<file path="config.mk">
export PLATFORM = sky130hd
export DESIGN_NAME = tmcc_top
export DESIGN_NICKNAME = d
export VERILOG_FILES = /design/src/hw/tmcc_pkg.sv /design/src/hw/tmcc_prescaler.sv /design/src/hw/tmcc_edge_sync.sv /design/src/hw/tmcc_top.sv
export SDC_FILE = /design/constraint.sdc
export NUM_CORES = 1
export LEC_CHECK = 0
export ABC_CLOCK_PERIOD_IN_PS = 2950
export BUFFER_PORTS_ARGS = -buffer_cell sky130_fd_sc_hd__buf_2
export CELL_PAD_IN_SITES_DETAIL_PLACEMENT = 1
export CELL_PAD_IN_SITES_GLOBAL_PLACEMENT = 1
export CORE_MARGIN = 5
export CORE_UTILIZATION = 30
export CTS_CLUSTER_SIZE = 40
export DETAILED_ROUTE_END_ITERATION = 8
export PLACE_DENSITY_LB_ADDON = 0.2
export SYNTH_ARGS = -nofsm -noshare
export SYNTH_HDL_FRONTEND = slang
export SYNTH_SLANG_ARGS = --single-unit
</file>
<file path="constraint.sdc">
create_clock -name i_ref_clk -period 2.95 [get_ports i_ref_clk]
set_input_delay 0.59 -clock i_ref_clk [delete_from_list [all_inputs] [get_ports i_ref_clk]]
set_output_delay 0.59 -clock i_ref_clk [all_outputs]
set_load 0.02 [all_outputs]
</file>
<file path="src/hw/tmcc_pkg.sv">
// shared constants and types for the timer0 mode and clock control block
package tmcc_pkg;
  // register byte addresses in the i/o space
  localparam logic [7:0] ADDR_SYNC_CTRL = 8'h43;
  localparam logic [7:0] ADDR_CTRL_B    = 8'h45;
  localparam logic [7:0] ADDR_COUNT     = 8'h46;
  localparam logic [7:0] ADDR_IRQ_MASK  = 8'h6e;
  localparam logic [7:0] ADDR_FLAGS     = 8'h35;
  localparam logic [7:0] REG_RESET      = 8'h00;
  // field positions
  localparam int SYNC_HOLD_BIT  = 7;
  localparam int ASYNC_PSR_BIT  = 1;
  localparam int SHARED_PSR_BIT = 0;
  localparam int FORCE_A_BIT    = 7;
  localparam int FORCE_B_BIT    = 6;
  localparam int MODE_HI_BIT    = 3;
  localparam int CLK_SEL_LSB    = 0;
  localparam int CMP_B_BIT      = 2;
  localparam int CMP_A_BIT      = 1;
  localparam int OVF_BIT        = 0;
  // counter limits
  localparam logic [7:0] COUNT_MAX    = 8'hff;
  localparam logic [7:0] COUNT_BOTTOM = 8'h00;
  localparam logic [7:0] COUNT_STEP   = 8'h01;
  // prescaler tap widths: a tap fires when its low bits are all one
  localparam int PS_WIDTH     = 10;
  localparam int DIV8_BITS    = 3;
  localparam int DIV64_BITS   = 6;
  localparam int DIV256_BITS  = 8;
  localparam int DIV1024_BITS = 10;
  // waveform generation modes
  typedef enum logic [2:0] {
    MODE_NORMAL    = 3'b000,
    MODE_PHASE_FF  = 3'b001,
    MODE_CLR_MATCH = 3'b010,
    MODE_FAST_FF   = 3'b011,
    MODE_RSVD_4    = 3'b100,
    MODE_PHASE_TOP = 3'b101,
    MODE_RSVD_6    = 3'b110,
    MODE_FAST_TOP  = 3'b111
  } tmcc_mode_t;
  // counter clock sources
  typedef enum logic [2:0] {
    CLK_STOP     = 3'b000,
    CLK_DIV1     = 3'b001,
    CLK_DIV8     = 3'b010,
    CLK_DIV64    = 3'b011,
    CLK_DIV256   = 3'b100,
    CLK_DIV1024  = 3'b101,
    CLK_EXT_FALL = 3'b110,
    CLK_EXT_RISE = 3'b111
  } tmcc_clk_sel_t;
endpackage

</file>
<file path="src/hw/tmcc_prescaler.sv">
// shared free-running prescaler with divide taps
`timescale 1ns/1ps
module tmcc_prescaler (
  input  wire logic i_ref_clk, // i/o clock
  input  wire logic i_rst,     // sync reset, active high
  input  wire logic i_clear,   // prescaler reset request
  output logic      o_en8,     // divide-by-8 enable
  output logic      o_en64,    // divide-by-64 enable
  output logic      o_en256,   // divide-by-256 enable
  output logic      o_en1024   // divide-by-1024 enable
);
  import tmcc_pkg::*;

  logic [PS_WIDTH-1:0] div_reg;

  // counter held at zero while its reset is asserted
  always_ff @(posedge i_ref_clk) begin
    if (i_rst || i_clear) begin
      div_reg <= '0;
    end else begin
      div_reg <= div_reg + 1'b1;
    end
  end

  // taps decoded from the low bits, so a cleared divider restarts every rate in phase
  assign o_en8    = !i_clear && (&div_reg[DIV8_BITS-1:0]);
  assign o_en64   = !i_clear && (&div_reg[DIV64_BITS-1:0]);
  assign o_en256  = !i_clear && (&div_reg[DIV256_BITS-1:0]);
  assign o_en1024 = !i_clear && (&div_reg[DIV1024_BITS-1:0]);
endmodule

</file>
<file path="src/hw/tmcc_edge_sync.sv">
// two-stage synchroniser and edge detector for the external count pin
`timescale 1ns/1ps
module tmcc_edge_sync (
  input  wire logic i_ref_clk, // i/o clock
  input  wire logic i_rst,     // sync reset, active high
  input  wire logic i_pin,     // asynchronous pin level
  output logic      o_rise,    // one-cycle rising edge pulse
  output logic      o_fall     // one-cycle falling edge pulse
);
  logic meta_reg;
  logic sync_reg;
  logic last_reg;

  // only sync_reg reads meta_reg; the edge logic looks at later stages
  always_ff @(posedge i_ref_clk) begin
    if (i_rst) begin
      meta_reg <= 1'b0;
      sync_reg <= 1'b0;
      last_reg <= 1'b0;
    end else begin
      meta_reg <= i_pin;
      sync_reg <= meta_reg;
      last_reg <= sync_reg;
    end
  end

  // at most one pulse per clock, pin edges faster than that are lost
  assign o_rise = sync_reg && !last_reg;
  assign o_fall = !sync_reg && last_reg;
endmodule

</file>
<file path="src/hw/tmcc_top.sv">
// timer0 mode, clock select, force compare, mask and prescaler control
// Summary of operation
// - three-bit mode field, codes 4, 6 reserved
// - normal and clear-on-match: immediate update, overflow at max
// - phase-correct: update at top, overflow at bottom
// - fast pwm: update at bottom, top per mode
// - force strobes act only in non-pwm modes
// - force strobe applies immediate match to output
// - forced match sets no flag, never clears counter
// - force strobe bits always read as zero
// - clock select: stop, five divides, external pin
// - code 6 falling edge, code 7 rising edge
// - pin edges count even when pin drives out
// - irq needs enable, global enable and flag
// - sync hold mode keeps prescaler reset bits
// - clearing sync hold loads both reset bits from the written data
// - async reset bit resets timer2 prescaler, self-clears
// - shared reset bit resets shared prescaler, self-clears
// - counter write blocks match on next tick
// - overflow flag sets on overflow, cleared by ack
`timescale 1ns/1ps
module tmcc_top (
  input  wire logic       i_ref_clk,             // i/o clock, 100 MHz
  input  wire logic       i_rst,                 // sync reset, active high
  input  wire logic [7:0] i_io_addr,             // register byte address
  input  wire logic       i_io_wr,               // write strobe
  input  wire logic       i_io_rd,               // read strobe
  input  wire logic [7:0] i_io_wdata,            // write data
  output logic      [7:0] o_io_rdata,            // read data, one cycle after strobe
  input  wire logic       i_mode_sel_mid,        // mode field middle bit
  input  wire logic       i_mode_sel_lo,         // mode field low bit
  input  wire logic [1:0] i_cmp_a_output_mode,   // channel a output mode
  input  wire logic [1:0] i_cmp_b_output_mode,   // channel b output mode
  input  wire logic [7:0] i_cmp_a_value,         // channel a compare value as written
  input  wire logic [7:0] i_cmp_b_value,         // channel b compare value as written
  input  wire logic       i_ext_count_pin,       // external count pin level
  input  wire logic       i_global_irq_en,       // cpu global interrupt enable
  input  wire logic       i_ack_ovf,             // overflow vector executed
  input  wire logic       i_ack_cmp_a,           // compare a vector executed
  input  wire logic       i_ack_cmp_b,           // compare b vector executed
  input  wire logic       i_async_mode,          // timer2 runs asynchronously
  input  wire logic       i_async_reset_done,    // timer2 prescaler reset done
  output logic            o_async_prescaler_rst, // timer2 prescaler reset
  output logic            o_shared_prescaler_rst,// timer0/1 prescaler reset
  output logic      [7:0] o_count,               // counter value
  output logic            o_wave_out_a,          // channel a waveform
  output logic            o_wave_out_b,          // channel b waveform
  output logic            o_irq_ovf,             // overflow interrupt request
  output logic            o_irq_cmp_a,           // compare a interrupt request
  output logic            o_irq_cmp_b            // compare b interrupt request
);
  import tmcc_pkg::*;
  logic          sync_hold_mode_reg;
  logic          async_psr_reg;
  logic          shared_psr_reg;
  logic          mode_sel_hi_reg;
  tmcc_clk_sel_t clk_source_sel_reg;
  logic [7:0]    count_reg;
  logic [7:0]    count_next;
  logic          dir_up_reg;
  logic          dir_up_next;
  logic          block_reg;
  logic [2:0]    irq_en_reg;
  logic [2:0]    flag_reg;
  logic [7:0]    cmp_a_eff_reg;
  logic [7:0]    cmp_b_eff_reg;
  logic          wave_a_reg;
  logic          wave_b_reg;
  logic [7:0]    rdata_reg;
  tmcc_mode_t    mode;
  logic [7:0]    top_val;
  logic          is_pwm;
  logic          is_fast;
  logic          is_phase;
  logic          at_top;
  logic          tick;
  logic          ovf_evt;
  logic          upd_evt;
  logic          bottom_evt;
  logic          match_a;
  logic          match_b;
  logic          force_a;
  logic          force_b;
  logic          wr_sync;
  logic          wr_ctrl_b;
  logic          wr_count;
  logic          wr_mask;
  logic          wr_flags;
  logic          en8;
  logic          en64;
  logic          en256;
  logic          en1024;
  logic          ext_rise;
  logic          ext_fall;
  // write decode
  assign wr_sync   = i_io_wr && (i_io_addr == ADDR_SYNC_CTRL);
  assign wr_ctrl_b = i_io_wr && (i_io_addr == ADDR_CTRL_B);
  assign wr_count  = i_io_wr && (i_io_addr == ADDR_COUNT);
  assign wr_mask   = i_io_wr && (i_io_addr == ADDR_IRQ_MASK);
  assign wr_flags  = i_io_wr && (i_io_addr == ADDR_FLAGS);
  tmcc_prescaler u_prescaler (
    .i_ref_clk (i_ref_clk),
    .i_rst     (i_rst),
    .i_clear   (shared_psr_reg),
    .o_en8     (en8),
    .o_en64    (en64),
    .o_en256   (en256),
    .o_en1024  (en1024)
  );
  // the pin is sampled as a plain level, whatever its direction
  tmcc_edge_sync u_edge_sync (
    .i_ref_clk (i_ref_clk),
    .i_rst     (i_rst),
    .i_pin     (i_ext_count_pin),
    .o_rise    (ext_rise),
    .o_fall    (ext_fall)
  );
  // sync hold and prescaler reset bits
  always_ff @(posedge i_ref_clk) begin
    if (i_rst) begin
      sync_hold_mode_reg <= 1'b0;
      async_psr_reg      <= 1'b0;
      shared_psr_reg     <= 1'b0;
    end else if (wr_sync) begin
      sync_hold_mode_reg <= i_io_wdata[SYNC_HOLD_BIT];
      shared_psr_reg     <= i_io_wdata[SHARED_PSR_BIT];
      async_psr_reg      <= i_io_wdata[ASYNC_PSR_BIT];
    end else if (!sync_hold_mode_reg) begin
      // self-clear one cycle after set; after a hold-mode release the shared bit clears on the next cycle
      shared_psr_reg <= 1'b0;
      // asynchronous timer2 keeps the request until its prescaler confirms
      if (!i_async_mode || i_async_reset_done) begin
        async_psr_reg <= 1'b0;
      end
    end
  end
  assign o_async_prescaler_rst  = async_psr_reg;
  assign o_shared_prescaler_rst = shared_psr_reg;
  // control b: force bits are strobes and are not stored
  always_ff @(posedge i_ref_clk) begin
    if (i_rst) begin
      mode_sel_hi_reg    <= 1'b0;
      clk_source_sel_reg <= CLK_STOP;
    end else if (wr_ctrl_b) begin
      mode_sel_hi_reg    <= i_io_wdata[MODE_HI_BIT];
      clk_source_sel_reg <= tmcc_clk_sel_t'(i_io_wdata[CLK_SEL_LSB +: 3]);
    end
  end
  // interrupt enable mask
  always_ff @(posedge i_ref_clk) begin
    if (i_rst) begin
      irq_en_reg <= 3'h0;
    end else if (wr_mask) begin
      irq_en_reg <= i_io_wdata[2:0];
    end
  end
  // mode decode
  assign mode = tmcc_mode_t'({mode_sel_hi_reg, i_mode_sel_mid, i_mode_sel_lo});
  always_comb begin
    top_val  = COUNT_MAX;
    is_fast  = 1'b0;
    is_phase = 1'b0;
    unique case (mode)
      MODE_NORMAL:    top_val = COUNT_MAX;
      MODE_CLR_MATCH: top_val = cmp_a_eff_reg;
      MODE_PHASE_FF:  begin top_val = COUNT_MAX; is_phase = 1'b1; end
      MODE_PHASE_TOP: begin top_val = cmp_a_eff_reg; is_phase = 1'b1; end
      MODE_FAST_FF:   begin top_val = COUNT_MAX; is_fast = 1'b1; end
      MODE_FAST_TOP:  begin top_val = cmp_a_eff_reg; is_fast = 1'b1; end
      MODE_RSVD_4,
      MODE_RSVD_6:    top_val = COUNT_MAX;
    endcase
  end

  // reserved codes count as pwm so that force strobes stay inert there
  assign is_pwm = !((mode == MODE_NORMAL) || (mode == MODE_CLR_MATCH));
  assign at_top = (count_reg == top_val);
  // timer clock enable; a held prescaler reset halts every source
  always_comb begin
    tick = 1'b0;
    unique case (clk_source_sel_reg)
      CLK_STOP:     tick = 1'b0;
      CLK_DIV1:     tick = 1'b1;
      CLK_DIV8:     tick = en8;
      CLK_DIV64:    tick = en64;
      CLK_DIV256:   tick = en256;
      CLK_DIV1024:  tick = en1024;
      CLK_EXT_FALL: tick = ext_fall;
      CLK_EXT_RISE: tick = ext_rise;
    endcase
    if (shared_psr_reg) begin
      tick = 1'b0;
    end
  end

  // count sequence, overflow point and compare update point per mode
  always_comb begin
    count_next  = count_reg;
    dir_up_next = dir_up_reg;
    ovf_evt     = 1'b0;
    upd_evt     = 1'b0;
    bottom_evt  = 1'b0;
    if (tick) begin
      unique case (mode)
        MODE_NORMAL: begin
          count_next = count_reg + COUNT_STEP;
          ovf_evt    = (count_reg == COUNT_MAX);
        end
        MODE_CLR_MATCH: begin
          count_next = at_top ? COUNT_BOTTOM : count_reg + COUNT_STEP;
          ovf_evt    = (count_reg == COUNT_MAX);
        end
        MODE_FAST_FF,
        MODE_FAST_TOP: begin
          count_next = at_top ? COUNT_BOTTOM : count_reg + COUNT_STEP;
          ovf_evt    = at_top; // max in mode 3, top in mode 7
          upd_evt    = at_top; // next count is bottom
          bottom_evt = at_top;
        end
        MODE_PHASE_FF,
        MODE_PHASE_TOP: begin
          if (dir_up_reg) begin
            if (at_top) begin
              dir_up_next = 1'b0;
              count_next  = count_reg - COUNT_STEP;
              upd_evt     = 1'b1;
            end else begin
              count_next = count_reg + COUNT_STEP;
            end
          end else if (count_reg == COUNT_BOTTOM) begin
            dir_up_next = 1'b1;
            count_next  = count_reg + COUNT_STEP;
            ovf_evt     = 1'b1;
          end else begin
            count_next = count_reg - COUNT_STEP;
          end
        end
        MODE_RSVD_4,
        MODE_RSVD_6: count_next = count_reg; // undefined sequence: counter holds
      endcase
    end
  end
  // counter; a software write wins over the tick in the same cycle
  always_ff @(posedge i_ref_clk) begin
    if (i_rst) begin
      count_reg  <= COUNT_BOTTOM;
      dir_up_reg <= 1'b1;
    end else begin
      count_reg  <= wr_count ? i_io_wdata : count_next;
      dir_up_reg <= is_phase ? dir_up_next : 1'b1;
    end
  end
  // match blocking after a counter write lasts until the next timer tick
  always_ff @(posedge i_ref_clk) begin
    if (i_rst) begin
      block_reg <= 1'b0;
    end else if (wr_count) begin
      block_reg <= 1'b1;
    end else if (tick) begin
      block_reg <= 1'b0;
    end
  end
  // effective compare values: follow at once in non-pwm, buffered in pwm
  always_ff @(posedge i_ref_clk) begin
    if (i_rst) begin
      cmp_a_eff_reg <= REG_RESET;
      cmp_b_eff_reg <= REG_RESET;
    end else if (!is_pwm || upd_evt) begin
      cmp_a_eff_reg <= i_cmp_a_value;
      cmp_b_eff_reg <= i_cmp_b_value;
    end
  end
  // real matches, suppressed on the tick after a counter write
  assign match_a = tick && !block_reg && (count_reg == cmp_a_eff_reg);
  assign match_b = tick && !block_reg && (count_reg == cmp_b_eff_reg);
  assign force_a = wr_ctrl_b && i_io_wdata[FORCE_A_BIT] && !is_pwm;
  assign force_b = wr_ctrl_b && i_io_wdata[FORCE_B_BIT] && !is_pwm;
  // sticky flags; a set in the clearing cycle wins; forced matches never reach here
  always_ff @(posedge i_ref_clk) begin
    if (i_rst) begin
      flag_reg <= 3'h0;
    end else begin
      flag_reg[OVF_BIT] <= ovf_evt ||
        (flag_reg[OVF_BIT] && !i_ack_ovf && !(wr_flags && i_io_wdata[OVF_BIT]));
      flag_reg[CMP_A_BIT] <= match_a ||
        (flag_reg[CMP_A_BIT] && !i_ack_cmp_a && !(wr_flags && i_io_wdata[CMP_A_BIT]));
      flag_reg[CMP_B_BIT] <= match_b ||
        (flag_reg[CMP_B_BIT] && !i_ack_cmp_b && !(wr_flags && i_io_wdata[CMP_B_BIT]));
    end
  end

  // interrupt requests
  assign o_irq_ovf   = i_global_irq_en && irq_en_reg[OVF_BIT] && flag_reg[OVF_BIT];
  assign o_irq_cmp_a = i_global_irq_en && irq_en_reg[CMP_A_BIT] && flag_reg[CMP_A_BIT];
  assign o_irq_cmp_b = i_global_irq_en && irq_en_reg[CMP_B_BIT] && flag_reg[CMP_B_BIT];
  // next output level of one channel from its output mode bits
  function automatic logic wave_next(input logic cur, input logic [1:0] com, input logic hit,
                                     input logic bottom, input logic fast, input logic phase,
                                     input logic up, input logic toggle_ok);
    logic res;
    res = cur;
    if (!fast && !phase) begin
      if (hit) begin
        unique case (com)
          2'h0: res = cur;
          2'h1: res = !cur;
          2'h2: res = 1'b0;
          2'h3: res = 1'b1;
        endcase
      end
    end else begin
      if (hit) begin
        unique case (com)
          2'h0: res = cur;
          2'h1: res = toggle_ok ? !cur : cur;
          2'h2: res = phase ? !up : 1'b0;
          2'h3: res = phase ? up : 1'b1;
        endcase
      end
      // bottom action after the match, so a match at top yields the bottom level
      if (fast && bottom && com[1]) begin
        res = !com[0];
      end
    end
    return res;
  endfunction

  // waveform outputs; a force acts like a match but leaves counter and flags alone
  always_ff @(posedge i_ref_clk) begin
    if (i_rst) begin
      wave_a_reg <= 1'b0;
      wave_b_reg <= 1'b0;
    end else begin
      wave_a_reg <= wave_next(wave_a_reg, i_cmp_a_output_mode, match_a || force_a, bottom_evt,
                              is_fast, is_phase, dir_up_reg, mode_sel_hi_reg);
      wave_b_reg <= wave_next(wave_b_reg, i_cmp_b_output_mode, match_b || force_b, bottom_evt,
                              is_fast, is_phase, dir_up_reg, 1'b0);
    end
  end

  assign o_wave_out_a = wave_a_reg;
  assign o_wave_out_b = wave_b_reg;
  assign o_count      = count_reg;
  // registered read port; unmapped addresses and reserved bits read zero
  always_ff @(posedge i_ref_clk) begin
    if (i_rst) begin
      rdata_reg <= REG_RESET;
    end else if (i_io_rd) begin
      unique case (i_io_addr)
        ADDR_SYNC_CTRL: rdata_reg <= {sync_hold_mode_reg, 5'h00, async_psr_reg, shared_psr_reg};
        ADDR_CTRL_B:    rdata_reg <= {4'h0, mode_sel_hi_reg, clk_source_sel_reg};
        ADDR_COUNT:     rdata_reg <= count_reg;
        ADDR_IRQ_MASK:  rdata_reg <= {5'h00, irq_en_reg};
        ADDR_FLAGS:     rdata_reg <= {5'h00, flag_reg};
        default:        rdata_reg <= REG_RESET;
      endcase
    end
  end

  assign o_io_rdata = rdata_reg;
endmodule

</file>
After elaboration in Yosys (flattened, before gate mapping)
Cells that the tools add are included.

cells by class
  bitwise gates (word level) = 1
  $add $sub $neg = 3
  reduce and logical (&&, ||, !) cells = 91
  eq/ne operators = 38
  muxes and demuxes = 47

operators with widths
  kind                   count
  $mux 8                 6
  $pmux 8 s5             1
  $logic_and 1x1->1      37
  $eq 8x7->1 const B     4
  $mux 1                 31
  $eq 3x3->1 const B     8
  $eq 8x8->1             3
  $pmux 8 s3             1
  $logic_not 1->1        18
  $pmux 8 s2             1
  $eq 3x2->1 const B     4
  $pmux 1 s3             4
  $reduce_or 2->1        6
  $add 10x1->10 const B  1
  $ne 2x2->1 const B     5
  $reduce_and 10->1      1
  $logic_or 1x1->1       9
  $add 8x1->8 const B    1
  $eq 2x2->1 const B     4
  $eq 8x6->1 const B     1
  $eq 8x8->1 const B     1
  $logic_not 8->1        1
  $pmux 1 s8             1
  $reduce_and 8->1       1
  18 further kinds       30

word-level totals
  input bits = 49
  bits in registers = 62
  output and inout bits = 23
  word-level logic and storage cells = 199

Depth between registers and ports, before layout
Gate-level depths: netlist (run 1).

  depth after elaboration = 10
  depth in mapped cells = 13
  depth with buffers taken out = 10

Cells and area by module
Synthesis (run 1) repeated with hierarchy kept, for this count alone.

second synthesis, totals
  cells, all modules = 453
  area total of the unflattened synthesis = 3674.8 um2

modules (own cells, without submodules)
  module          instances  seq. area each (um2)  cells an instance  area an instance (um2)
  tmcc_top        1          980.9                 395                3129.3
  tmcc_prescaler  1          200.2                 50                 454.2
  tmcc_edge_sync  1          60.1                  8                  91.3

Worst setup path after synthesis (run 1)
No wires, ideal clock.

  path kind = flip-flop to flip-flop
  from = register clk_source_sel_reg[1]
  to = register wave_a_reg (netlist: o_wave_out_a)
  data arrival time = 2.586 ns
  required time = 2.820 ns
  buffers on the path = 2
  setup time = 0.130 ns
  cell stages (with the launch flop) = 13
  slack = 0.234 ns
  period minus slack after synthesis = 2.716 ns
  cells stage by stage = dfxtp_1 > inv_1 > ha_1 > nor3b_1 > mux2i_1 > o311a_1 > or2_1 > buf_2 > or4_1 > buf_2 > and4_1 > nor4_1 > nor3b_1

between the ends
  cells in the longest elaborated chain, start to end = 8
  elaborated cells on any way between the ends = 23
  those cells by class = eq/ne: 10; mux: 5; reduce/logical: 8

ends and longest elaborated chain
  what                                                                line                              source
  start: declaration                                                  tmcc_top.sv:57                    tmcc_clk_sel_t clk_source_sel_reg;
  start signal: assignment                                            tmcc_top.sv:146                   clk_source_sel_reg <= tmcc_clk_sel_t'(i_io_wdata[CLK_SEL_LSB +: 3]);
  $eq 3x3->1 (tied with other cells)                                  tmcc_top.sv:181                   unique case (clk_source_sel_reg)
  $pmux 1 s8 *                                                        tmcc_top.sv:181
  $mux 1 *                                                            tmcc_top.sv:191                   if (shared_psr_reg) begin
  $mux 1 / $logic_and 1x1->1 (equally long branches)                  tmcc_top.sv:203, tmcc_top.sv:274
  $logic_and 1x1->1, on equally long branches                         tmcc_top.sv:321, tmcc_top.sv:274
  $logic_and 1x1->1 / $logic_or 1x1->1 (equally long branches)        tmcc_top.sv:321, tmcc_top.sv:334
  $ne 4x4->1 (no source line) (tied with other cells)                 --
  $reduce_and 5->1 (no source line) / $mux 1 (equally long branches)  --
  end signal: assignment                                              tmcc_top.sv:334                   wave_a_reg <= wave_next(wave_a_reg, i_cmp_a_output_mode, match_a || force_a, bottom_evt,
  end: declaration                                                    tmcc_top.sv:67                    logic wave_a_reg;

Every way passes the cells marked *; elsewhere a longest branch is shown, timed or not.
A chain may end at the register's enable or synchronous reset.

Worst setup path after layout (run 1)
  from = register u_prescaler.div_reg[0]
  to = register count_reg[5] (netlist: o_count[5])

between the ends
  cells in the longest elaborated chain, start to end = 6
  elaborated cells on any way between the ends = 12
  those cells by class = mux: 2; reduce/logical: 10

ends and longest elaborated chain
  what                                         line                  source
  start: declaration                           tmcc_prescaler.sv:14  logic [PS_WIDTH-1:0] div_reg;
  start signal: assignment                     tmcc_prescaler.sv:21  div_reg <= div_reg + 1'b1;
  $reduce_and 10->1 (tied with other cells)    tmcc_prescaler.sv:29  assign o_en1024 = !i_clear && (&div_reg[DIV1024_BITS-1:0]);
  $logic_and 1x1->1, on equally long branches  --
  $pmux 1 s8 *                                 tmcc_top.sv:181
  $mux 1 *                                     tmcc_top.sv:191
  $reduce_bool 2->1 (no source line) *         --
  $reduce_and 2->1 (no source line) *          --
  end signal: assignment                       tmcc_top.sv:249       count_reg <= wr_count ? i_io_wdata : count_next;
  end: declaration                             tmcc_top.sv:58        logic [7:0] count_reg;

Marked as above.

==> results of run 1 <==
-- per-stage QoR --
stage,utilization (%),setup WS (ns),cell area [sq um]
5_1_grt,39.20,-0.004041,4649
3_3_place_gp,36.40,0.1017,4318
3_5_place_dp,36.40,0.02819,4318
4_1_cts,39.11,0.05572,4639
6_report,39.20,0.1268,4649
2_1_floorplan,-,0.2343,3587
-- how the worst max path moves through the flow --
stage	slack [ns]	endpoint	startpoint
2_1_floorplan	0.23	o_wave_out_a$_SDFFE_PP0P_	clk_source_sel_reg[1]$_SDFFE_PP0P_
3_3_place_gp	0.10	o_count[2]$_SDFFE_PP0P_	i_mode_sel_mid
3_5_place_dp	0.03	o_count[2]$_SDFFE_PP0P_	i_mode_sel_mid
4_1_cts	0.06	o_wave_out_a$_SDFFE_PP0P_	u_prescaler.div_reg[0]$_SDFF_PP0_
5_1_grt	-0.004	o_count[5]$_SDFFE_PP0P_	u_prescaler.div_reg[0]$_SDFF_PP0_
6_report	0.13	o_count[5]$_SDFFE_PP0P_	u_prescaler.div_reg[0]$_SDFF_PP0_
-- cell families (layout without fill, tap and decap cells) --
kind of cell / count (synthesis) / count (layout) / synth area share [%]
compound gates: 105 / 105 / 19.95
xor+xnor: 15 / 15 / 3.662
fa+ha+maj: 7 / 7 / 2.441
buf+inv: 49 / 145 / 5.581
flops: 62 / 62 / 34.60
mux: 16 / 16 / 4.464
simple gates: 202 / 202 / 29.30
-- cell usage in the layout (no fill, tap or decap), types with 4 or more instances in the layout --
cell	count
clkbuf_8	4
nand4_1	5
a21oi_1	37
clkbuf_16	9
nand2b_1	8
buf_2	71
o31ai_1	5
nor2b_1	12
nand3_1	27
xor2_1	14
nand2_1	40
a22oi_1	7
o21ai_0	9
o22ai_1	4
nand3b_1	6
dfxtp_1	62
ha_1	7
nor4_1	9
and4_1	4
nor3_1	11
nor2_1	54
inv_1	20
mux2i_1	16
a211oi_1	7
buf_4	37
-- routing by layer --
metal	vias up	share of wire [%]	GRT usage (%)	wire length, um
met4	0	1.2	4.438	142
met3	10	4.6	4.036	555
li1	1822	-	-	-
met5	-	0	0	0
met2	80	51	31.01	6217
met1	1786	43	20.65	5269
-- power groups by stage --
| stage | clock network, W | logic, W | registers, W |
|---|---|---|---|
| after detailed placement | 0 | 0.000177 | 0.000890 |
| final | 0.00112 | 0.000176 | 0.000872 |
| after global routing | 0.00118 | 0.000196 | 0.000875 |
| after floorplan | 0 | 0.0000933 | 0.000888 |
| after CTS | 0.00115 | 0.000178 | 0.000872 |
| after global placement | 0 | 0.000173 | 0.000889 |
-- layout make-up --
| cell class | instances | area (sq um) | area share, % |
|---|---|---|---|
| multi-input combinational | 345 | 2175 | 46.77 |
| timing repair buffer | 109 | 653.1 | 14.05 |
| sequential | 62 | 1241 | 26.70 |
| clock inverter | 2 | 37.54 | 0.8073 |
| tap | 147 | 183.9 | 3.956 |
| clock buffer | 14 | 284.0 | 6.109 |
| inverter | 20 | 75.07 | 1.615 |
-- timing repair --
item                       4_1_cts  5_1_grt
buffers inserted                 0        0
hold buffers                     0        0
gates resized for setup          0        3
setup endpoints to repair        0        3
==> implementation parameters, run 1 <==
Parameter                              Value

GRT
  Overall fraction of global-route tracks in use    ~17%
  Initial antenna violation count    0
  Residual overflow from global routing    0
  Number of global-route vias before repair    between 3000 and 4000
  Pin count of the biggest net entering global routing    37
  First-pass GRT wire length    around 20 mm

CTS
  Clock tree from TritonCTS    done
  Bufs on Longest Clock Path    2
  Clock H-tree levels    3
  Cts bufs inserted    9
  Clk pin slew, worst setup/hold paths    approximately 0.060 ns
  Number of sinks on the clock net    62
  Worst skew pair latency    ~0.33 ns
  CTS root buf    clkbuf_16

Drt
  Post-DR wirelength/cell    between 15 and 20 um
  Total detailed-routing wirelength    between 10 and 15 mm
  Drc violations    0
  Avg Vias per Cell    roughly 5.3
  1st-pass router iterations    4
  Detailed router's first-iteration violation count    between 200 and 250
  Via count of the routed design    between 3000 and 4000
  Remaining antenna violation count    0

Floorplan
  Io pins    72
  DIE HEIGHT    roughly 120 um
  Width of the die    between 100 and 150 um
  Total number of placement rows    40
  Die ar.    between 10000 and 15000 sq um
  Standard cell core area    11860 sq um
  Initial Util    between 30 and 40%

Logic synthesis
  Total standard cell area after synthesis    approximately 3600 sq um
  Number of enable flip-flop cells after synthesis    0
  Yosys top cell area share    between 30% and 40%
  Warnings, synthesis    0
  Synth Register Bits    62
  Share of synthesized flip-flops with an asynchronous set or reset    0%
  Sequential element share of the synthesized area    between 30 and 40%
  Main flop type after synthesis    dfxtp_1
  Cells taking the most area after synthesis    dfxtp_1 (35%), nor2_1 (5.7%), a21oi_1 (5.2%), mux2i_1 (4.5%), nand2_1 (4.2%)
  Mean area per synthesized cell    just under 8 sq um
  Syn Inst Count    ~460
  Most used standard cells in the synthesized netlist    dfxtp_1 (62), nor2_1 (54), nand2_1 (40), a21oi_1 (37), nand3_1 (27)
  Synth unique cells    64
  Post-Synthesis Net Count    ~510
  Most instantiated library cell after synthesis    dfxtp_1
  Cell type with the highest aggregate area in the netlist    dfxtp_1

Min path
  Hold WC Path Type    flip-flop to flip-flop
  Number of cells traversed by the worst hold path    1
  Hold Crit Endpoint    u_prescaler.div_reg[0]$_SDFF_PP0_
  Startpoint of the worst hold path    u_prescaler.div_reg[0]$_SDFF_PP0_

Placement
  Final weighted congestion in routability-driven placement    around 0.84
  Total of buffers placed on input and output ports    between 70 and 80
  Number of cells after detailed placement    a little under 700
  Estimated wirelength of the detail-placed design    9.327 mm

Setup path
  Crit-path max FO    6
  Number of cells on the critical path    10
  Type of the worst setup path    flip-flop to flip-flop
  Worst stage delay on the critical path    ~0.4 ns
  Worst r2r path cells    10
  Cell-by-cell listing of the critical path    ha_1 > and4_1 > o21ai_1 > o311a_1 > or2_1 > buf_4 > nand2b_1 > or3_1 > a21o_1 > a311oi_1
  Kind of capture point of the worst setup path    flip-flop
  Cell with the largest stage delay on the worst path    or3_1
  Sum of buffers and inverters on the critical path    1
  Category of the worst setup path launch point    flip-flop
  Family with the most delay on the worst path    simple AND/OR/NAND/NOR gates
  Startpoint of the most critical register-to-register path    u_prescaler.div_reg[0]$_SDFF_PP0_
  Worst-case register-to-register setup slack    between 0.1 and 0.15 ns
  Critical path required time    approximately 3.2 ns
  Reg2Reg Capture Point    o_count[5]$_SDFFE_PP0P_
  Critical path data arrival time    around 3.1 ns

Finish
  Max FFs per register    10
  Finished Layout Cells    between 600 and 700
  Antenna diode count    0
  Layout cell share with drive strength beyond 1    roughly a quarter
  Net total in the final layout    603
  Area added between synthesis and finish    29.61%
  FILL cells    roughly 1500

Power and ir drop
  Worst vdd rail ir drop    0.0002252 V
  Total power per unit cell area    466.7 nW/um^2
  Portion of total power attributed to combinational logic    under 10%
  Post-layout power    0.002170 W
  Switching Fraction    roughly 23%
  Switching pwr    between 0.0004 and 0.0005 W
  Leakage dissipation    roughly 2 nW
  Share of power burned in registers    ~40%
  Fraction of power consumed by the clock network    51.7%
  Cell internal pwr    between 0.0015 and 0.002 W

Timing
  Post-Route Hold Slack    approximately 0.46 ns
  Period Utilization, post-route    about 96%
  Setup repair after global routing missed its margin    yes
  Actual slew at the worst max-slew pin    0.7619 ns
  Relative slew slack    between 40% and 50%
  Final count of pins violating max slew    0
  Clock period minus worst slack    approximately 2.8 ns
  F_max    354.2 MHz
  Worst clock skew    around 0.012 ns
  Endpoints failing setup    0
  Post-Route Setup TNS    0 ns
  Final hold viol count    0

Outcome
  Result of the run    completed

Flow run
  Number of maximum-capacitance constraint violations    0
Note: power is estimated with default switching activity, not from simulation.
==> run 2: changes to the inputs <==
--- a/config.mk
+++ b/config.mk
@@ -5,11 +5,12 @@
 export SDC_FILE = /design/constraint.sdc
 export NUM_CORES = 1
 export LEC_CHECK = 0
+export ABC_AREA = 1
 export ABC_CLOCK_PERIOD_IN_PS = 2950
 export BUFFER_PORTS_ARGS = -buffer_cell sky130_fd_sc_hd__buf_2
 export CELL_PAD_IN_SITES_DETAIL_PLACEMENT = 1
 export CELL_PAD_IN_SITES_GLOBAL_PLACEMENT = 1
-export CORE_MARGIN = 5
+export CORE_MARGIN = 3
 export CORE_UTILIZATION = 30
 export CTS_CLUSTER_SIZE = 40
 export DETAILED_ROUTE_END_ITERATION = 8
==> implementation parameters, run 2 <==
Parameter                              Value

GRT
  Residual overflow from global routing    0
  Pin count of the biggest net entering global routing    27
  First-pass GRT wire length    21.18 mm
  Number of global-route vias before repair    between 4000 and 5000
  Initial antenna violation count    0
  Overall fraction of global-route tracks in use    about a fifth

Logic synthesis
  Number of enable flip-flop cells after synthesis    0
  Syn Inst Count    between 500 and 600
  Share of synthesized flip-flops with an asynchronous set or reset    0%
  Mean area per synthesized cell    6.601 sq um
  Sequential element share of the synthesized area    31.76%
  Cell type with the highest aggregate area in the netlist    dfxtp_1
  Main flop type after synthesis    dfxtp_1
  Most used standard cells in the synthesized netlist    nand2_1 (123), inv_1 (86), dfxtp_1 (62), nor2_1 (62), a21oi_1 (48)
  Parity-gate share of the synthesized area counting xor and xnor cells    4.035%
  Synth Register Bits    between 60 and 70
  Post-synthesis mux area share    0%
  Share of synthesized cell area in and, or, nand and nor gates    ~31%
  Cells taking the most area after synthesis    dfxtp_1 (32%), nand2_1 (12%), inv_1 (8.3%), a21oi_1 (6.1%), nor2_1 (6.0%)
  Dominant combinational cell family by area after synthesis    simple AND/OR/NAND/NOR gates
  Arithmetic-cell share of the synthesized area counting full adders, half adders and majority gates    ~2.2%
  Total standard cell area after synthesis    roughly 3900 sq um
  Most instantiated library cell after synthesis    nand2_1
  Complex-gate fraction of the synthesized area    19.66%
  Warnings, synthesis    0
  Synth unique cells    41
  Yosys top cell area share    31.76%
  Post-Synthesis Net Count    648

CTS
  Post-CTS resize count    0
  Worst skew pair latency    approximately 0.33 ns
  CTS root buf    clkbuf_16
  Post-CTS Setup Inserts    0
  Hold Buf Count CTS    0
  Clock H-tree levels    3
  Clk pin slew, worst setup/hold paths    0.06 ns
  Number of sinks on the clock net    just over 60
  Bufs on Longest Clock Path    2
  Clock tree from TritonCTS    done
  Cts bufs inserted    9

Finish
  Most common library cell in the layout ignoring fill and taps    nand2_1
  Max FFs per register    10
  Layout cell share with drive strength beyond 1    20.09%
  Antenna diode count    0
  FILL cells    1700
  Area added between synthesis and finish    21.42%
  Net total in the final layout    just over 700
  Final non-filler cell area    between 4000 and 5000 sq um
  Leading cell types in the layout, fill and taps excluded    nand2_1 (123), inv_1 (86), buf_2 (71)

Drt
  Total detailed-routing wirelength    ~13 mm
  Via count of the routed design    4102
  Post-DR wirelength/cell    between 15 and 20 um
  Drc violations    0
  Remaining antenna violation count    0
  Detailed router's first-iteration violation count    around 140
  Avg Vias per Cell    4.860
  1st-pass router iterations    4

Timing
  Worst clock skew    around 0.0077 ns
  Clock period minus worst slack    2.390 ns
  Post-Route Hold Slack    between 0.4 and 0.5 ns
  Post-Route Setup TNS    0 ns
  Setup repair after global routing missed its margin    no
  F_max    about 420 MHz
  Period Utilization, post-route    about four fifths
  Final count of pins violating max slew    0
  Final hold viol count    0
  Relative slew slack    41.72%
  Actual slew at the worst max-slew pin    approximately 0.87 ns
  Endpoints failing setup    0

Floorplan
  Width of the die    around 120 um
  Io pins    72
  Initial Util    approximately 31%
  Standard cell core area    12670 sq um
  DIE HEIGHT    around 120 um
  Total number of placement rows    just over 40
  Die ar.    approximately 14000 sq um

Power and ir drop
  Worst vdd rail ir drop    between 0.0003 and 0.0004 V
  Portion of total power attributed to combinational logic    under 10%
  Leakage dissipation    between 2 and 2.5 nW
  Switching Fraction    around a quarter
  Fraction of power consumed by the clock network    around 50%
  Share of power burned in registers    roughly two fifths
  Total power per unit cell area    around 450 nW/um^2
  Switching pwr    roughly 0.00053 W
  Cell internal pwr    roughly 0.0016 W

Min path
  Hold WC Path Type    flip-flop to flip-flop

Setup path
  Type of the worst setup path    flip-flop to flip-flop
  Kind of capture point of the worst setup path    flip-flop
  Critical path data arrival time    2.65 ns
  Crit-path max FO    18
  Category of the worst setup path launch point    flip-flop
  Critical path required time    3.21 ns

Placement
  Final weighted congestion in routability-driven placement    approximately 0.86
  Total of buffers placed on input and output ports    71
  Estimated wirelength of the detail-placed design    between 10 and 15 mm
  Cell area reported after detailed placement    between 4000 and 5000 sq um

Flow run
  Number of maximum-capacitance constraint violations    0

Outcome
  Result of the run    completed
-- run 2: cell count changes in the layout (fill, tap and decap cells not counted), sizes merged, moves of 14 or more --
cell and delta:
nand3 +14, buf -27, a21oi +15, nand2 +92, inv +74, mux2i -16
o21ai +42
-- run 2: logic make-up after synthesis --
family,count (synthesis)
and+or+nand+nor,268
AOI/OAI and AO/OA,127
buffers and inverters,110
DFF,62
xor gates and xnor gates,18
adders and majority gates,7
-- run 2: per-stage QoR --
stage,setup WS (ns),util (%),total power (W),cells
2_1_floorplan,1.002,-,0.001022,592
3_3_place_gp,0.5773,35.17,0.001097,830
3_5_place_dp,0.4588,35.17,0.001104,830
4_1_cts,0.5260,37.44,0.002164,844
5_1_grt,0.3026,37.44,0.002236,844
6_report,0.5602,37.44,0.002133,844
-- run 2: area by class of cell --
type	instances	area, sq um	share of cell area [%]
clock buffer	10	239.0	5.037
clock inverter	4	48.80	1.028
inverter	94	355.3	7.489
multi-input combinational	420	2207	46.52
sequential	62	1241	26.16
tap	172	215.2	4.536
timing repair buffer	82	437.9	9.230
-- run 2: worst paths after layout --
kind | to | slack [ns] | cells past startpoint | from
max | cmp_b_eff_reg[4]$_SDFFE_PP0P_ | 0.56 | 11 | clk_source_sel_reg[1]$_SDFFE_PP0P_
min | u_edge_sync.sync_reg$_SDFF_PP0_ | 0.41 | 2 | u_edge_sync.meta_reg$_SDFF_PP0_
max reg2reg | cmp_b_eff_reg[4]$_SDFFE_PP0P_ | 0.56 | 11 | clk_source_sel_reg[1]$_SDFFE_PP0P_
min reg2reg | u_edge_sync.sync_reg$_SDFF_PP0_ | 0.41 | 2 | u_edge_sync.meta_reg$_SDFF_PP0_
-- run 2: per-layer routing --
metal  vias to the layer above  track usage (%)  routed length, um
li1                       2072                -                  -
met1                      1929            23.00               6065
met2                        89            32.14               6262
met3                        12            4.665                528
met4                         0            5.225                166
met5                         -                0                  0
-- run 2: power groups by stage --
stage,clock (W),sequential (W),combinational [W]
floorplan,0,0.000891,0.000131
global placement,0,0.000893,0.000204
detailed placement,0,0.000894,0.000210
CTS,0.00108,0.000875,0.000211
global route,0.00112,0.000878,0.000237
finish,0.00105,0.000875,0.000208
-- run 2: critical path, stage by stage, from the launching register on --
cell and delay (ns):
dfxtp_1 0.43, inv_1 0.11, ha_1 0.21, o21bai_1 0.17, o21bai_1 0.14, inv_1 0.05
nand2_1 0.13, a21oi_4 0.13, a31oi_4 0.47, buf_4 0.29, o21ai_2 0.06, nor2_1 0.10
==> run 3: changes to the inputs <==
--- a/config.mk
+++ b/config.mk
@@ -5,8 +5,8 @@
 export SDC_FILE = /design/constraint.sdc
 export NUM_CORES = 1
 export LEC_CHECK = 0
-export ABC_AREA = 1
-export ABC_CLOCK_PERIOD_IN_PS = 2950
+export ABC_AREA = 0
+export ABC_CLOCK_PERIOD_IN_PS = 2300
 export BUFFER_PORTS_ARGS = -buffer_cell sky130_fd_sc_hd__buf_2
 export CELL_PAD_IN_SITES_DETAIL_PLACEMENT = 1
 export CELL_PAD_IN_SITES_GLOBAL_PLACEMENT = 1
==> constraint.sdc (replaced) <==
create_clock -name i_ref_clk -period 2.3 [get_ports i_ref_clk]
set_input_delay 0.46 -clock i_ref_clk [delete_from_list [all_inputs] [get_ports i_ref_clk]]
set_output_delay 0.46 -clock i_ref_clk [all_outputs]
set_load 0.02 [all_outputs]
==> implementation parameters, run 3 (synthesized netlist as in run 1, its figures left out) <==
Parameter                              Value

GRT
  Number of global-route vias before repair    4097
  First-pass GRT wire length    21.25 mm
  Initial antenna violation count    0
  Overall fraction of global-route tracks in use    20.68%
  Pin count of the biggest net entering global routing    31
  Residual overflow from global routing    0

Setup path
  Type of the worst setup path    flip-flop to flip-flop
  Cell with the largest stage delay on the worst path    or4_4
  Worst r2r path cells    9
  Critical path data arrival time    between 2 and 3 ns
  Category of the worst setup path launch point    flip-flop
  Crit-path max FO    3
  Startpoint of the most critical register-to-register path    u_prescaler.div_reg[0]$_SDFF_PP0_
  Kind of capture point of the worst setup path    flip-flop
  Cell-by-cell listing of the critical path    ha_4 > and4_4 > o21ai_2 > o311a_1 > or2_4 > or4_4 > o211a_1 > nor4_2 > nor3b_1
  Worst-case register-to-register setup slack    -0.19 ns
  Critical path required time    ~2.5 ns
  Sum of buffers and inverters on the critical path    0
  Family with the most delay on the worst path    simple AND/OR/NAND/NOR gates
  Worst stage delay on the critical path    approximately 0.43 ns
  Reg2Reg Capture Point    o_wave_out_a$_SDFFE_PP0P_

Placement
  Final weighted congestion in routability-driven placement    around 0.9
  Total of buffers placed on input and output ports    between 70 and 80
  Pre-CTS worst setup slack    -0.3132 ns
  Number of cells after detailed placement    732
  Estimated wirelength of the detail-placed design    ~10 mm
  Cell area reported after detailed placement    4790 sq um

Flow run
  Number of maximum-capacitance constraint violations    0

Finish
  Most common library cell in the layout ignoring fill and taps    buf_4
  Final non-filler cell area    roughly 5400 sq um
  Area added between synthesis and finish    51.27%
  Max FFs per register    10
  Final core utilization    46.92%
  Leading cell types in the layout, fill and taps excluded    buf_4 (92), buf_2 (72), nor2_1 (52)
  Net total in the final layout    670
  Finished Layout Cells    761
  Antenna diode count    0
  Layout cell share with drive strength beyond 1    41.91%

Min path
  Startpoint of the worst hold path    i_ext_count_pin
  Number of cells traversed by the worst hold path    2
  Hold Crit Endpoint    u_edge_sync.meta_reg$_SDFF_PP0_
  Hold WC Path Type    input pin to flip-flop

Outcome
  Result of the run    finished, violations left
  Failing checks    setup timing

Timing
  Setup repair after global routing missed its margin    yes
  Actual slew at the worst max-slew pin    0.6274 ns
  Clock period minus worst slack    2.492 ns
  Least setup slack across all paths after layout    -0.1916 ns
  Period Utilization, post-route    108.3%
  F_max    between 400 and 500 MHz
  Relative slew slack    between 50% and 60%
  Endpoints failing setup    25
  Worst clock skew    around 0.0038 ns
  Final count of pins violating max slew    0
  Final hold viol count    0

CTS
  Clk pin slew, worst setup/hold paths    approximately 0.06 ns
  Bufs on Longest Clock Path    2
  Clock tree from TritonCTS    done
  CTS root buf    clkbuf_16
  Worst skew pair latency    ~0.34 ns
  Number of sinks on the clock net    62
  Clock H-tree levels    3
  Cts bufs inserted    9

Drt
  Detailed router's first-iteration violation count    219
  Avg Vias per Cell    5.219
  Post-DR wirelength/cell    17.66 um
  Remaining antenna violation count    0
  Via count of the routed design    approximately 4000
  Total detailed-routing wirelength    approximately 13 mm
  1st-pass router iterations    5
  Drc violations    0

Floorplan
  Die ar.    13310 sq um
  Io pins    72
  Total number of placement rows    39
  Standard cell core area    around 12000 sq um
  Width of the die    115.4 um
  DIE HEIGHT    115.4 um
  Initial Util    31.02%

Power and ir drop
  Post-layout power    between 0.002 and 0.003 W
  Total power per unit cell area    between 400 and 500 nW/um^2
  Worst vdd rail ir drop    0.0004049 V
  Leakage dissipation    2.362 nW
-- run 3: changes by cell type in the layout (fill, tap and decap cells not counted), sizes merged, moves of 14 or more --
cell and delta:
buf +94, inv -74, a21oi -15, o21ai -42, nand2 -92, nand3 -14
mux2i +16
-- run 3: report_power, final --
part           switching (W)  internal, W  total [W]  leakage [nW]
Combinational       0.000152     0.000134   0.000287          1.72
Sequential         0.0000190      0.00110    0.00112         0.510
Clock               0.000505     0.000748    0.00125         0.127
-- run 3: layout make-up --
| class | count | area (sq um) |
|---|---|---|
| Fill cell | 1409 | 6138 |
| Clock inverter | 4 | 25.02 |
| Sequential cell | 62 | 1261 |
| Timing Repair Buffer | 176 | 1195 |
| Multi-Input combinational cell | 345 | 2446 |
| Tap cell | 143 | 178.9 |
| Inverter | 20 | 77.57 |
| Clock buffer | 11 | 242.7 |
-- run 3: per-layer routing --
layer	GRT usage [%]	wire, um	vias to the layer above
met3	5.105	669	9
met1	26.22	6151	1920
met5	0	0	-
met2	35.80	6548	88
li1	-	-	1955
met4	3.991	73	0
-- run 3: worst max path at each step --
stage                                      to  cells after the start                                from
floorplan           o_wave_out_a$_SDFFE_PP0P_                     11   u_prescaler.div_reg[0]$_SDFF_PP0_
global placement    o_wave_out_b$_SDFFE_PP0P_                     11  clk_source_sel_reg[1]$_SDFFE_PP0P_
detailed placement  o_wave_out_b$_SDFFE_PP0P_                     11  clk_source_sel_reg[1]$_SDFFE_PP0P_
CTS                 o_wave_out_b$_SDFFE_PP0P_                     10   u_prescaler.div_reg[1]$_SDFF_PP0_
global route        o_wave_out_a$_SDFFE_PP0P_                      9   u_prescaler.div_reg[0]$_SDFF_PP0_
finish              o_wave_out_a$_SDFFE_PP0P_                      9   u_prescaler.div_reg[0]$_SDFF_PP0_
-- run 3: timing repair --
action                     CTS  global route
gates resized for setup     32            40
setup endpoints to repair   26            26
gates cloned                 1             2
pin swaps                   13            27
buffers inserted             7             5
hold buffers                 0             0
-- run 3: metrics by stage --
stage / hold WS (ns) / setup TNS, ns
final: 0.3468 / -1.863
after global routing: 0.3532 / -5.369
after floorplan: 0.4138 / -0.9624
after global placement: 0.4317 / -1.821
after detailed placement: 0.4379 / -3.253
after CTS: 0.3376 / -2.550
-- run 3: worst reg2reg max path: cells and delay by family, from the launching register on --
kind | cells | cell delay [ns]
AND/OR/NAND/NOR | 5 | 1.22
flip-flops | 1 | 0.35
AO/OA/AOI/OAI | 3 | 0.66
adder cells (fa/ha/maj) | 1 | 0.14
